$ cat src/verilog/gscal_pkg.sv
// Constants shared by the gas sensor calibration register logic
package gscal_pkg;

    // Holding register offsets
    localparam logic [15:0] ADDR_CAL_STATUS = 16'h0000;
    localparam logic [15:0] ADDR_CAL_COMMAND = 16'h0001;
    localparam logic [15:0] ADDR_CAL_TARGET = 16'h0002;
    localparam logic [15:0] ADDR_OVERRIDE = 16'h0003;
    localparam logic [15:0] ADDR_BASE_TIME = 16'h0004;
    localparam logic [15:0] ADDR_BASE_PAR0 = 16'h0005;
    localparam logic [15:0] ADDR_BASE_PAR1 = 16'h0006;
    localparam logic [15:0] ADDR_BASE_PAR2 = 16'h0007;

    // Calibration command codes
    localparam logic [15:0] CMD_FACTORY = 16'h7C02;
    localparam logic [15:0] CMD_FORCED_BASE = 16'h7C03;
    localparam logic [15:0] CMD_TARGET = 16'h7C05;
    localparam logic [15:0] CMD_BACKGROUND = 16'h7C06;
    localparam logic [15:0] CMD_ZERO = 16'h7C07;

    // Calibration status bit positions
    localparam int STAT_FACTORY_BIT = 2;
    localparam int STAT_BASE_BIT = 3;
    localparam int STAT_TARGET_BIT = 4;
    localparam int STAT_BACKGROUND_BIT = 5;
    localparam int STAT_ZERO_BIT = 6;

    // Reset values, hour saturation limit and period-off code
    localparam logic [15:0] OVERRIDE_NONE = 16'h7FFF;
    localparam logic [15:0] RESET_ZERO = 16'h0000;
    localparam logic [15:0] HOURS_MAX = 16'hFFFF;
    localparam logic [15:0] PERIOD_OFF = 16'hFFFF;

    // Hour timing
    localparam longint HOUR_S = 3600;
    localparam longint CLK_HZ = 100000000;
    localparam longint HOUR_CYCLES = HOUR_S * CLK_HZ;

    // Pending calibration state
    typedef enum logic [0:0]
    {
        GSCAL_IDLE = 1'b0,
        GSCAL_PEND = 1'b1
    } gscal_state_e;

endpackage : gscal_pkg

$ cat src/verilog/gscal_hour_timer.sv
// Free-running hour tick generator
module gscal_hour_timer
    import gscal_pkg::*;
#(
    parameter longint CYCLES = HOUR_CYCLES
)
(
    input wire logic clk,
    input wire logic rstn,
    output logic hour_tick
);

    logic [39:0] count;

    // One-cycle tick at the end of each hour; 40 bits covers a full hour at 100 MHz
    always_ff @(posedge clk or negedge rstn)
    begin
        if (!rstn)
        begin
            count <= 40'h0000000000;
            hour_tick <= 1'b0;
        end
        else if (count == 40'(CYCLES - 1))
        begin
            count <= 40'h0000000000;
            hour_tick <= 1'b1;
        end
        else
        begin
            count <= count + 40'h0000000001;
            hour_tick <= 1'b0;
        end
    end

endmodule : gscal_hour_timer

$ cat src/verilog/gscal_regs.sv
// Calibration holding registers and command decoder of the gas sensor
// How it works
// RULE1: Command 0x7C03 forces a baseline calibration if valid baseline data is held.
// RULE2: Command 0x7C03 is ignored while automatic baseline correction is disabled.
// RULE3: Command 0x7C05 calibrates the reading onto the calibration target register value.
// RULE4: Command 0x7C06 calibrates the reading onto the baseline correction target concentration.
// RULE5: Command 0x7C07 calibrates the present gas reading to zero.
// RULE6: The override register resets to 32767, meaning no override.
// RULE7: An override value below 32767 forces both filtered and unfiltered results to it.
// RULE8: The elapsed-time register counts whole hours since the last baseline calibration.
// RULE9: A power-cycling host saves, advances hourly and restores the elapsed-time register.
// RULE10: A power-cycling host saves and restores the three baseline parameter registers.
// RULE11: Each successful calibration sets its status bit until the host clears it.
// RULE12: A command is applied on the first measurement completed after it is received.
// RULE13: Command 0x7C02 restores the factory calibration.
// RULE14: An unknown command code starts nothing and leaves calibration state alone.
module gscal_regs
    import gscal_pkg::*;
#(
    parameter longint HOUR_LEN = HOUR_CYCLES
)
(
    input wire logic clk,
    input wire logic rstn,
    input wire logic reg_wr,
    input wire logic reg_rd,
    input wire logic [15:0] reg_addr,
    input wire logic [15:0] reg_wdata,
    output logic [15:0] reg_rdata,
    output logic reg_rd_valid,
    output logic reg_exception,
    input wire logic meas_done,
    input wire logic [15:0] meas_raw_filtered,
    input wire logic [15:0] meas_raw_unfiltered,
    input wire logic [15:0] baseline_period,
    input wire logic baseline_disable,
    input wire logic baseline_data_valid,
    input wire logic [15:0] baseline_target,
    input wire logic [15:0] baseline_lowest,
    input wire logic [15:0] factory_offset,
    output logic [15:0] cal_offset,
    output logic [15:0] conc_filtered,
    output logic [15:0] conc_unfiltered
);

    logic [15:0] calibration_status_reg;
    logic [15:0] calibration_command_reg;
    logic [15:0] calibration_target_reg;
    logic [15:0] override_reg;
    logic [15:0] baseline_time_reg;
    logic [15:0] baseline_param_0_reg;
    logic [15:0] baseline_param_1_reg;
    logic [15:0] baseline_param_2_reg;
    gscal_state_e state;
    logic [15:0] pend_cmd;
    logic hour_tick;
    logic mapped;
    logic cmd_wr;
    logic known_cmd;
    logic base_enabled;
    logic apply;
    logic cal_ok;
    logic [15:0] next_offset;
    logic [15:0] set_bits;
    logic [15:0] corr_filtered;
    logic [15:0] corr_unfiltered;

    gscal_hour_timer #(
        .CYCLES(HOUR_LEN)
    ) u_hour (
        .clk(clk),
        .rstn(rstn),
        .hour_tick(hour_tick)
    );

    // Address decode; only offsets 0 to 7 belong to this block
    assign mapped = (reg_addr <= ADDR_BASE_PAR2);
    assign cmd_wr = reg_wr && (reg_addr == ADDR_CAL_COMMAND);
    assign base_enabled = (baseline_period != RESET_ZERO) && (baseline_period != PERIOD_OFF)
                          && !baseline_disable; // RULE2
    assign apply = (state == GSCAL_PEND) && meas_done; // RULE12

    // Command codes that start a calibration
    always_comb
    begin
        case (reg_wdata)
            CMD_FACTORY: known_cmd = 1'b1;
            CMD_FORCED_BASE: known_cmd = base_enabled; // RULE2
            CMD_TARGET: known_cmd = 1'b1;
            CMD_BACKGROUND: known_cmd = 1'b1;
            CMD_ZERO: known_cmd = 1'b1;
            default: known_cmd = 1'b0; // RULE14
        endcase
    end

    // New offset and status bit for the pending command at measurement time
    always_comb
    begin
        cal_ok = 1'b1;
        next_offset = cal_offset;
        set_bits = RESET_ZERO;
        case (pend_cmd)
            CMD_FACTORY:
            begin
                next_offset = factory_offset; // RULE13
                set_bits[STAT_FACTORY_BIT] = 1'b1;
            end
            CMD_FORCED_BASE:
            begin
                // Baseline data can be lost between command and measurement, so recheck here
                cal_ok = baseline_data_valid && base_enabled; // RULE1
                next_offset = baseline_target - baseline_lowest;
                set_bits[STAT_BASE_BIT] = cal_ok;
            end
            CMD_TARGET:
            begin
                next_offset = calibration_target_reg - meas_raw_filtered; // RULE3
                set_bits[STAT_TARGET_BIT] = 1'b1;
            end
            CMD_BACKGROUND:
            begin
                next_offset = baseline_target - meas_raw_filtered; // RULE4
                set_bits[STAT_BACKGROUND_BIT] = 1'b1;
            end
            CMD_ZERO:
            begin
                next_offset = RESET_ZERO - meas_raw_filtered; // RULE5
                set_bits[STAT_ZERO_BIT] = 1'b1;
            end
            default:
            begin
                cal_ok = 1'b0;
            end
        endcase
    end

    // Pending command tracking; a later valid command replaces an unapplied one
    always_ff @(posedge clk or negedge rstn)
    begin
        if (!rstn)
        begin
            state <= GSCAL_IDLE;
            pend_cmd <= RESET_ZERO;
        end
        else if (cmd_wr && known_cmd)
        begin
            state <= GSCAL_PEND; // RULE12
            pend_cmd <= reg_wdata;
        end
        else
        begin
            case (state)
                GSCAL_PEND:
                begin
                    if (meas_done)
                    begin
                        state <= GSCAL_IDLE;
                    end
                end
                GSCAL_IDLE:
                begin
                    state <= GSCAL_IDLE;
                end
                default:
                begin
                    state <= GSCAL_IDLE;
                end
            endcase
        end
    end

    // Calibration offset, changed only by a completed calibration
    always_ff @(posedge clk or negedge rstn)
    begin
        if (!rstn)
        begin
            cal_offset <= RESET_ZERO;
        end
        else if (apply && cal_ok)
        begin
            cal_offset <= next_offset;
        end
    end

    // Status bits: host writes zero to clear, a calibration in the same cycle wins
    always_ff @(posedge clk or negedge rstn)
    begin
        if (!rstn)
        begin
            calibration_status_reg <= RESET_ZERO;
        end
        else
        begin
            calibration_status_reg <= ((reg_wr && reg_addr == ADDR_CAL_STATUS)
                                       ? (calibration_status_reg & reg_wdata)
                                       : calibration_status_reg)
                                      | ((apply && cal_ok) ? set_bits : RESET_ZERO); // RULE11
        end
    end

    // Plain read/write registers
    always_ff @(posedge clk or negedge rstn)
    begin
        if (!rstn)
        begin
            calibration_command_reg <= RESET_ZERO;
            calibration_target_reg <= RESET_ZERO;
            override_reg <= OVERRIDE_NONE; // RULE6
            baseline_param_0_reg <= RESET_ZERO;
            baseline_param_1_reg <= RESET_ZERO;
            baseline_param_2_reg <= RESET_ZERO;
        end
        else if (reg_wr)
        begin
            case (reg_addr)
                ADDR_CAL_COMMAND: calibration_command_reg <= reg_wdata;
                ADDR_CAL_TARGET: calibration_target_reg <= reg_wdata;
                ADDR_OVERRIDE: override_reg <= reg_wdata;
                ADDR_BASE_PAR0: baseline_param_0_reg <= reg_wdata; // RULE10
                ADDR_BASE_PAR1: baseline_param_1_reg <= reg_wdata; // RULE10
                ADDR_BASE_PAR2: baseline_param_2_reg <= reg_wdata; // RULE10
                default: calibration_command_reg <= calibration_command_reg;
            endcase
        end
    end

    // Elapsed hours: a forced baseline calibration (0x7C03) restarts it, host restore loads it, saturates at the top
    always_ff @(posedge clk or negedge rstn)
    begin
        if (!rstn)
        begin
            baseline_time_reg <= RESET_ZERO;
        end
        else if (apply && cal_ok && pend_cmd == CMD_FORCED_BASE)
        begin
            baseline_time_reg <= RESET_ZERO; // RULE8
        end
        else if (reg_wr && reg_addr == ADDR_BASE_TIME)
        begin
            baseline_time_reg <= reg_wdata; // RULE9
        end
        else if (hour_tick && baseline_time_reg != HOURS_MAX)
        begin
            baseline_time_reg <= baseline_time_reg + 16'h0001; // RULE8
        end
    end

    // Results: calibrated readings unless an override is active
    assign corr_filtered = meas_raw_filtered + cal_offset;
    assign corr_unfiltered = meas_raw_unfiltered + cal_offset;

    always_ff @(posedge clk or negedge rstn)
    begin
        if (!rstn)
        begin
            conc_filtered <= RESET_ZERO;
            conc_unfiltered <= RESET_ZERO;
        end
        else if (override_reg < OVERRIDE_NONE)
        begin
            conc_filtered <= override_reg; // RULE7
            conc_unfiltered <= override_reg; // RULE7
        end
        else
        begin
            conc_filtered <= corr_filtered;
            conc_unfiltered <= corr_unfiltered;
        end
    end

    // Read port: one cycle latency, exception for an unmapped offset
    always_ff @(posedge clk or negedge rstn)
    begin
        if (!rstn)
        begin
            reg_rdata <= RESET_ZERO;
            reg_rd_valid <= 1'b0;
            reg_exception <= 1'b0;
        end
        else
        begin
            reg_rd_valid <= reg_rd && mapped;
            reg_exception <= (reg_rd || reg_wr) && !mapped;
            case (reg_addr)
                ADDR_CAL_STATUS: reg_rdata <= calibration_status_reg;
                ADDR_CAL_COMMAND: reg_rdata <= calibration_command_reg;
                ADDR_CAL_TARGET: reg_rdata <= calibration_target_reg;
                ADDR_OVERRIDE: reg_rdata <= override_reg;
                ADDR_BASE_TIME: reg_rdata <= baseline_time_reg;
                ADDR_BASE_PAR0: reg_rdata <= baseline_param_0_reg;
                ADDR_BASE_PAR1: reg_rdata <= baseline_param_1_reg;
                ADDR_BASE_PAR2: reg_rdata <= baseline_param_2_reg;
                default: reg_rdata <= RESET_ZERO;
            endcase
        end
    end

endmodule : gscal_regs

$ cat config.mk
export PLATFORM = sky130hd
export DESIGN_NAME = gscal_regs
export DESIGN_NICKNAME = d
export VERILOG_FILES = /design/src/verilog/gscal_pkg.sv /design/src/verilog/gscal_hour_timer.sv /design/src/verilog/gscal_regs.sv
export SDC_FILE = /design/constraint.sdc
export NUM_CORES = 1
export LEC_CHECK = 0
export BUFFER_PORTS_ARGS = -buffer_cell sky130_fd_sc_hd__buf_2
export CORE_MARGIN = 3
export CORE_UTILIZATION = 45
export CTS_BUF_LIST = sky130_fd_sc_hd__clkbuf_4 sky130_fd_sc_hd__clkbuf_8 sky130_fd_sc_hd__clkbuf_16
export DETAILED_ROUTE_END_ITERATION = 8
export GPL_TIMING_DRIVEN = 0
export PLACE_DENSITY = 0.7
export SLEW_MARGIN = 20
export SYNTH_ARGS = -nofsm -noshare
export SYNTH_HDL_FRONTEND = slang
export SYNTH_SLANG_ARGS = --single-unit
$ cat constraint.sdc
create_clock -name clk -period 4.61 [get_ports clk]
set_clock_uncertainty 0.05 [all_clocks]
set_input_delay 0.461 -clock clk [delete_from_list [all_inputs] [get_ports clk]]
set_output_delay 0.461 -clock clk [all_outputs]
set_load 0.02 [all_outputs]
==> flow_metrics.py, run 1 <==
metrics = {
    "timing": {
        "final.period_utilization_pct": 93.0,
        "rsz0062_at_grt": "no",
        "fmax_mhz": 233,
        "fin_setup_tns_ns": 0,
        "setup_violations": 0,
        "slew_headroom_pct": 39.2,
        "hold_viol_final": 0,
        "fin_ws_ns": 0.323,
        "drv_slew": 0,
        "worstMarginPinSlew_ns": 0.908,
        "finalCriticalPeriod_ns": 4.29,
    },
    "global_route": {
        "overflow": 0,
        "first_global_vias": 11700,
        "grt_max_degree": 101,
        "grt_pass1_wl_um": 63100,
        "grtUsageTotal_pct": 23.7,
        "antenna_found_initial": 3,
    },
    "floorplan": {
        "rows": 63,
        "chipHeight_um": 182,
        "initial_utilization_pct": 46.3,
        "core_area_um2": 30000,
        "dieArea_um2": 33100,
        "fp.dieW_um": 182,
        "pin_count": 201,
    },
    "setup_path": {
        "crit_top_cell": "buf_4",
        "cp_slowest_cell": "or4b_1",
        "path_class": "reg -> reg",
        "cp_max_fo": 10,
        "start_kind": "flip-flop",
        "arrival_ns": 4.66,
        "cp_cell_sequence": "or4b_1, nor4_4, buf_4, nand3_4, buf_4, nor3_2, a21oi_1, ha_1, fa_1, nor2b_1, o211ai_1, a21oi_2, o2111ai_2, nand4b_1, a31oi_1, xnor2_1, a22o_1, a221o_1",
        "critical_path_required_ns": 4.98,
        "r2r_slack_ns": 0.32,
        "cpPeakStageDelay_ns": 0.56,
        "endpoint_kind": "flip-flop",
    },
    "yosys": {
        "syn_inst": 1379,
        "ys.flop_type": "dfrtp_1",
        "synth_warnings": 0,
        "syn-num-nets": 1581,
        "async_flop_share_pct": 100,
        "synth_seq_area_share_pct": 45.5,
        "ys_types": 69,
        "synth_area_leaders": "dfrtp_1, mux2_2, ha_1, xnor2_1, o21ai_0",
        "synth_seq_cells": 252,
        "synth_edf_count": 0,
        "avgSynthCellArea_um2": 10.1,
        "syn_area_um2": 13900,
        "ys_top_cells_by_count": "dfrtp_1, nor2_1, mux2_2",
        "yosysTopAreaCell": "dfrtp_1",
        "synth_top_area_share_pct": 42.6,
        "yosysMostFrequentCell": "dfrtp_1",
    },
    "clock_network": {
        "htreeDepth": 1,
        "tritoncts": "built",
        "clkTransAtPathRegs_ns": 0.06,
        "clock-root-buffer": "clkbuf_16",
        "clock-sinks": 252,
        "clock_latency_ns": 0.54,
        "cts_buffers": 28,
        "cts_max_path_buffers": 3,
    },
    "drt": {
        "drt_first_pass_iters": 8,
        "vias": 11800,
        "vias_per_cell": 5.85,
        "drcViolationCount": 0,
        "drt_iter0_drc": 853,
        "antenna_left": 0,
        "routedWlPerCell_um": 20.0,
        "wl_um": 40200,
    },
    "placement": {
        "portBuffers": 184,
        "hpwlAfterDp_um": 30200,
        "gp_congestion": 0.930,
        "pre_cts_ws_ns": -0.207,
    },
    "power": {
        "p_per_area_nw_per_um2": 307,
        "ir_drop_mv": 0.240,
        "power_leakage_nw": 8.07,
    },
    "cells_and_area": {
        "finalNetCount": 1800,
        "fillCellCount": 2621,
        "seq_area_um2": 6320,
        "multiInputGateArea_um2": 7160,
        "largest_reg_flops": 40,
        "largest_register": "u_hour.count",
        "drive_gt1_share_pct": 25.1,
        "area_growth_pct": 18.9,
    },
    "worst_hold_path": {
        "min_path_type": "in -> reg",
    },
    "flow_run": {
        "cap_violations": 0,
    },
    "run_status": {
        "status": "finished, final reports clean",
    },
}
[timing repair]
action                     4_1_cts  5_1_grt
buffers inserted                 1        1
gates cloned                     0        0
resized for setup                5       11
setup endpoints to repair        3        5
hold buffers                     1        0
hold endpoints to repair        74        0
pin swaps                        0        2
[cells by family after synthesis]
group / synth area share (%)
mux: 8.00
buf+inv: 3.37
compound gates: 15.3
fa+ha+maj: 6.24
flops: 45.5
xor+xnor: 5.67
simple gates: 16.0
[critical path: cells and delay by family, from the launching register on]
family	cells	cell delay, ns
buffers and inverters	2	0.38
adders and majority gates	2	0.64
DFF	1	0.38
xor gates and xnor gates	1	0.14
AOI/OAI and AO/OA	7	1.33
and+or+nand+nor	6	1.26
[power by group]
| part | switching (mW) | internal [mW] |
|---|---|---|
| clock network | 0.926 | 1.60 |
| registers | 0.000435 | 2.21 |
| logic | 0.213 | 0.133 |
[layer usage]
layer  GRT usage, %  share of wire (%)  up-vias  wire (µm)
li1               -                  -     5438          -
met1           31.5                 42     5775      16900
met2           38.9                 47      444      18800
met3           3.51                6.7       96       2700
met5              0              0.052        -         21
met4           9.78                4.4        4       1750
[cell usage in the layout, fill, tap and decap left out, drive strengths merged, types with 7 or more instances in the layout]
master / instances
dfrtp: 237
buf: 211
nor2: 110
mux2: 98
nand2: 93
o21ai: 93
clkbuf: 77
ha: 63
inv: 57
a21oi: 57
xnor2: 54
nand3: 53
xor2: 36
a22oi: 36
nand2b: 32
nor3: 23
nor2b: 22
nand4: 21
a221oi: 20
a211oi: 20
a22o: 17
o21a: 17
and3: 15
dfstp: 15
nor4: 14
or3: 11
a31oi: 10
or2: 7
a21o: 7
a211o: 7
[path summary, 6_finish.rpt]
kind                                      start                to  cells past startpoint
worst max-delay path                pend_cmd[5]    cal_offset[14]                     18
worst min-delay path                     reg_rd      reg_rd_valid                      2
worst max register to register      pend_cmd[5]    cal_offset[14]                     18
worst min register to register  u_hour.count[4]   u_hour.count[4]                      1
max in group asynchronous                  rstn  override_reg[12]                      3
min in group asynchronous                  rstn  u_hour.count[18]                      2
[stage by stage]
stage               hold WS, ns  instance area [µm²]  utilization [%]  total power [mW]  cells
finish                   0.0892                16500             55.1              5.08   2011
global route             0.0770                16500             55.1              5.25   2011
CTS                      0.0732                16500             54.9              5.12   2009
detailed placement        0.406                15400             51.2              2.59   1955
global placement          0.397                15300             51.0              2.58   1953
floorplan                 0.115                13900                -              2.43   1379
[layout make-up]
type / count / area share (%)
antenna: 1 / 0.0151
buffer: 62 / 1.60
clock buffer: 38 / 4.99
clock inverter: 14 / 1.51
inverter: 56 / 1.27
multi-input combinational: 1009 / 43.3
sequential: 252 / 38.2
tap: 390 / 2.95
timing repair buffer: 189 / 6.11
Power figures use the tool's default switching activity.
==> run 2, diff against run 1 <==
==> constraint.sdc (replaced) <==
create_clock -name clk -period 4.61 [get_ports clk]
set_clock_uncertainty 0.05 [all_clocks]
set_input_delay 0 -clock clk [delete_from_list [all_inputs] [get_ports clk]]
set_output_delay 0 -clock clk [all_outputs]
set_load 0.02 [all_outputs]
==> run 2 against run 1 <==
Against the previous run: power up 0.97%; global-route usage increased by 0.64 points; critical path depth down 1; via count rose by 2.5%; maximum frequency fell by 0.26%; flip-flop and latch count stayed put.
==> flow_metrics.py, run 2 (same netlist as run 1, synthesis figures left out) <==
metrics = {
    "run_status": {
        "status": "finished, final reports clean",
    },
    "timing": {
        "hold_viol_final": 0,
        "final.period_utilization_pct": 93.2,
        "fin_setup_tns_ns": 0,
        "rsz0062_at_grt": "no",
        "slew_headroom_pct": 39.6,
        "finalCriticalPeriod_ns": 4.30,
        "setup_violations": 0,
        "drv_slew": 0,
        "worstMarginPinSlew_ns": 0.901,
        "fmax_mhz": 233,
    },
    "drt": {
        "drt_first_pass_iters": 5,
        "antenna_left": 0,
        "routedWlPerCell_um": 19.9,
        "drcViolationCount": 0,
        "wl_um": 41300,
        "vias_per_cell": 5.81,
        "vias": 12100,
        "drt_iter0_drc": 979,
    },
    "setup_path": {
        "cpPeakStageDelay_ns": 0.56,
        "start_kind": "flip-flop",
        "cp_slowest_cell": "or4b_1",
        "cp_cell_sequence": "or4b_1, nor4_4, buf_4, nand3_4, buf_2, a21oi_1, ha_1, fa_1, nor2b_1, o211ai_1, a21oi_2, o2111ai_2, nand4b_1, a31oi_1, xnor2_1, a22o_1, a221o_1",
        "endpoint_kind": "flip-flop",
        "cp_max_fo": 10,
        "critical_path_required_ns": 4.98,
        "arrival_ns": 4.67,
        "path_class": "reg -> reg",
    },
    "worst_hold_path": {
        "min_path_type": "in -> reg",
    },
    "power": {
        "p_per_area_nw_per_um2": 299,
        "ir_drop_mv": 0.240,
        "switching_power_mw": 1.15,
        "pwr-share-seq_pct": 43.1,
        "swShare_pct": 22.5,
        "comb_power_share_pct": 7.6,
        "p_int_mw": 3.98,
        "power_leakage_nw": 8.35,
        "p_clk_share_pct": 49.3,
    },
    "cells_and_area": {
        "largest_reg_flops": 40,
        "diodes": 0,
        "drive_gt1_share_pct": 24.2,
        "area_growth_pct": 23.5,
        "finalNetCount": 1865,
        "mostFrequentLayoutCells": "dfrtp_1, buf_2, nor2_1, mux2_2, nand2_1",
        "layout_commonest_cell": "dfrtp_1",
        "final_core_util_pct": 57.2,
        "largest_register": "u_hour.count",
    },
    "global_route": {
        "antenna_found_initial": 1,
        "grt_pass1_wl_um": 64900,
        "grtUsageTotal_pct": 24.4,
        "grt_max_degree": 101,
        "overflow": 0,
        "first_global_vias": 12100,
    },
    "floorplan": {
        "chipHeight_um": 182,
        "rows": 63,
        "initial_utilization_pct": 46.3,
        "dieArea_um2": 33100,
        "core_area_um2": 30000,
        "fp.dieW_um": 182,
        "pin_count": 201,
    },
    "clock_network": {
        "htreeDepth": 1,
        "cts_max_path_buffers": 3,
        "clock_latency_ns": 0.54,
        "clkTransAtPathRegs_ns": 0.06,
        "clock-sinks": 252,
        "cts_buffers": 28,
        "clock-root-buffer": "clkbuf_16",
        "tritoncts": "built",
    },
    "placement": {
        "gp_congestion": 0.930,
        "portBuffers": 184,
        "hpwlAfterDp_um": 30200,
    },
    "flow_run": {
        "cap_violations": 0,
    },
}
run 2: worst paths after layout:
check,start,end,slack (ns),depth (start not counted)
max in group asynchronous,rstn,u_hour.count[16],2.95,4
setup reg to reg,pend_cmd[5],cal_offset[14],0.31,17
hold / removal,baseline_lowest[15],cal_offset[15],0.02,5
min in group asynchronous,rstn,u_hour.count[15],0.53,3
hold reg to reg,pend_cmd[14],pend_cmd[14],0.42,1
setup / recovery,pend_cmd[5],cal_offset[14],0.31,17
run 2: timing repair:
item,CTS,global route
gates resized for setup,5,11
setup endpoints to repair,3,5
endpoints found under the hold margin,358,0
cloned,0,0
pin swaps,0,2
hold buffers,66,0
buffers inserted,1,1
run 2: power by group through the flow:
| stage | clock [mW] | combinational [mW] | sequential [mW] |
|---|---|---|---|
| finish | 2.53 | 0.391 | 2.21 |
| global route | 2.65 | 0.431 | 2.21 |
| CTS | 2.56 | 0.386 | 2.21 |
| detailed placement | 0 | 0.341 | 2.25 |
| global placement | 0 | 0.329 | 2.25 |
| floorplan | 0 | 0.171 | 2.26 |
run 2: routing by layer:
layer	part of all wire [%]	wire length, µm	vias to the layer above	GRT usage, %
met3	6.2	2580	106	3.27
met1	42	17300	5912	32.2
met2	47	19600	469	40.5
met5	0.017	7	-	0
li1	-	-	5564	-
met4	4.3	1790	2	9.99
run 2: critical path, delay by kind of cell, from the launching register on:
family / cells / cell delay (ns)
and+or+nand+nor: 5 / 1.03
adders and majority gates: 2 / 0.46
AOI/OAI and AO/OA: 7 / 1.79
buffers and inverters: 2 / 0.38
xor gates and xnor gates: 1 / 0.09
DFF: 1 / 0.38
run 2: final cells by class:
cell class                 count  area (µm²)
buffer                        62         265
clock buffer                  38         825
clock inverter                14         249
fill                        2541       12800
inverter                      56         210
multi-input combinational   1009        7160
sequential                   252        6320
tap                          390         488
timing repair buffer         254        1660
run 2: per-stage QoR:
| stage | worst slack [ns] | hold WS [ns] | std cells | area (µm²) | power [mW] |
|---|---|---|---|---|---|
| floorplan | 0.577 | -0.346 | 1379 | 13900 | 2.43 |
| global placement | -1.03 | 0.173 | 1953 | 15300 | 2.58 |
| detailed placement | -0.207 | -0.0238 | 1955 | 15400 | 2.59 |
| CTS | 0.0316 | 0.00120 | 2074 | 17100 | 5.16 |
| global route | 0.112 | 0.0202 | 2075 | 17200 | 5.29 |
| finish | 0.312 | 0.0174 | 2075 | 17200 | 5.13 |
==> run 3, diff against run 2 <==
--- a/config.mk
+++ b/config.mk
@@ -12,6 +12,7 @@
 export DETAILED_ROUTE_END_ITERATION = 8
 export GPL_TIMING_DRIVEN = 0
 export PLACE_DENSITY = 0.7
+export SETUP_SLACK_MARGIN = 0.5
 export SLEW_MARGIN = 20
 export SYNTH_ARGS = -nofsm -noshare
 export SYNTH_HDL_FRONTEND = slang
==> run 3 against run 2 <==
Against the previous run: flip-flop and latch count stayed put; first-iteration DRC count is 8.2% lower; non-clock buffer count is 16 higher; via count is 1.4% higher; combinational power is 3% higher; cell count is 0.77% higher; register-to-register slack better by 0.19 ns; clock-buffer cell count stayed put; global-route usage is 0.10 points higher; maximum frequency is 4.5% higher; power is 0.14% higher; largest cell class unchanged; largest power group unchanged; highest routed layer unchanged.
==> flow_metrics.py, run 3 (same netlist as run 1, synthesis figures left out) <==
metrics = {
    "run_status": {
        "status": "finished, final reports clean",
    },
    "timing": {
        "hold_viol_final": 0,
        "drv_slew": 0,
        "rsz0062_at_grt": "yes",
        "hold_slack_ns": 0.0241,
        "final.period_utilization_pct": 89.2,
        "slew_headroom_pct": 39.0,
        "finalCriticalPeriod_ns": 4.11,
        "worstMarginPinSlew_ns": 0.910,
        "fmax_mhz": 243,
        "setup_violations": 0,
    },
    "power": {
        "power_leakage_nw": 8.46,
        "fin_total_pwr_mw": 5.14,
        "p_per_area_nw_per_um2": 294,
        "ir_drop_mv": 0.238,
    },
    "cells_and_area": {
        "largest_register": "u_hour.count",
        "fillCellCount": 2496,
        "final_core_util_pct": 58.2,
        "multiInputGateArea_um2": 7280,
        "finalNetCount": 1881,
        "layout_commonest_cell": "dfrtp_1",
        "diodes": 0,
        "area_growth_pct": 25.6,
        "largest_reg_flops": 40,
        "drive_gt1_share_pct": 26.0,
        "mostFrequentLayoutCells": "dfrtp_1, buf_2, nor2_1, mux2_2, nand2_1",
        "seq_area_um2": 6320,
    },
    "setup_path": {
        "arrival_ns": 4.49,
        "path_class": "reg -> reg",
        "start_kind": "flip-flop",
        "r2r_slack_ns": 0.50,
        "endpoint_kind": "flip-flop",
        "critical_path_required_ns": 4.98,
        "cp_max_fo": 6,
    },
    "drt": {
        "antenna_left": 0,
        "drcViolationCount": 0,
        "wl_um": 41700,
        "drt_first_pass_iters": 5,
        "vias_per_cell": 5.84,
        "routedWlPerCell_um": 19.9,
        "drt_iter0_drc": 899,
        "vias": 12200,
    },
    "clock_network": {
        "clock-root-buffer": "clkbuf_16",
        "cts_buffers": 28,
        "cts_max_path_buffers": 3,
        "clock_latency_ns": 0.54,
        "clock-sinks": 252,
        "clkTransAtPathRegs_ns": 0.06,
        "tritoncts": "built",
        "htreeDepth": 1,
    },
    "global_route": {
        "grt_pass1_wl_um": 65100,
        "met2_usage_pct": 40.6,
        "grt_max_degree": 101,
        "first_global_vias": 12100,
        "use_met3_pct": 3.45,
        "overflow": 0,
        "grtUsageTotal_pct": 24.5,
        "antenna_found_initial": 1,
        "grt_util_met1_pct": 32.2,
        "grt.busiest_layer": "met2",
    },
    "floorplan": {
        "pin_count": 201,
        "fp.dieW_um": 182,
        "initial_utilization_pct": 46.3,
        "dieArea_um2": 33100,
        "chipHeight_um": 182,
        "rows": 63,
        "core_area_um2": 30000,
    },
    "placement": {
        "hpwlAfterDp_um": 30200,
        "portBuffers": 184,
        "gp_congestion": 0.930,
    },
    "flow_run": {
        "cap_violations": 0,
    },
    "worst_hold_path": {
        "min_path_type": "in -> reg",
    },
}
-- run 3: per-layer routing --
layer | vias up | wire, µm
met3 | 117 | 2840
met4 | 2 | 1790
met2 | 529 | 19900
met1 | 5976 | 17200
met5 | - | 7
li1 | 5593 | -
-- run 3: worst paths after layout --
check / startpoint / end / cells after the start
worst max-delay path: pend_cmd[15] / cal_offset[14] / 18
worst min-delay path: meas_raw_filtered[8] / conc_filtered[8] / 4
worst max register to register: pend_cmd[15] / cal_offset[14] / 18
worst min register to register: pend_cmd[14] / pend_cmd[14] / 1
max in group asynchronous: rstn / u_hour.count[16] / 4
min in group asynchronous: rstn / u_hour.count[15] / 3
-- run 3: cell type report --
class / count / area share, %
buffer: 62 / 1.72
clock buffer: 38 / 4.72
clock inverter: 14 / 1.42
inverter: 56 / 1.20
multi-input combinational: 1009 / 41.7
sequential: 252 / 36.2
tap: 390 / 2.79
timing repair buffer: 270 / 10.3
-- run 3: where the power goes --
group          internal (mW)  switching [mW]  total [mW]
clock network           1.60           0.928        2.53
registers               2.21        0.000446        2.21
logic                  0.172           0.229       0.401
-- run 3: critical path, cell delays in order (launching register included) --
cell,delay [ns]
dfrtp_1,0.37
or4b_4,0.55
nor4_4,0.16
buf_4,0.17
nand3_4,0.13
clkbuf_16,0.20
nor3_4,0.13
a21oi_2,0.08
ha_2,0.19
fa_2,0.35
nor2b_2,0.13
o211ai_1,0.17
a21oi_2,0.23
o2111ai_2,0.16
nand4b_1,0.13
a31oi_1,0.11
xnor2_1,0.14
a22o_1,0.19
a221o_1,0.35
-- run 3: repair_timing --
item,in CTS,in global routing
setup endpoints to repair,7,5
buffers inserted,6,12
hold buffers,66,0
pin swaps,5,13
gates resized for setup,23,30
endpoints found under the hold margin,358,0
-- run 3: per-stage QoR --
| step | std cells | cell area (µm²) | setup slack [ns] | setup TNS, ns |
|---|---|---|---|---|
| CTS | 2079 | 17300 | 0.423 | 0 |
| finish | 2091 | 17500 | 0.498 | 0 |
| floorplan | 1379 | 13900 | 0.577 | 0 |
| global placement | 1953 | 15300 | -1.03 | -233.71 |
| detailed placement | 1955 | 15400 | -0.207 | -0.366 |
| global route | 2091 | 17500 | 0.340 | 0 |
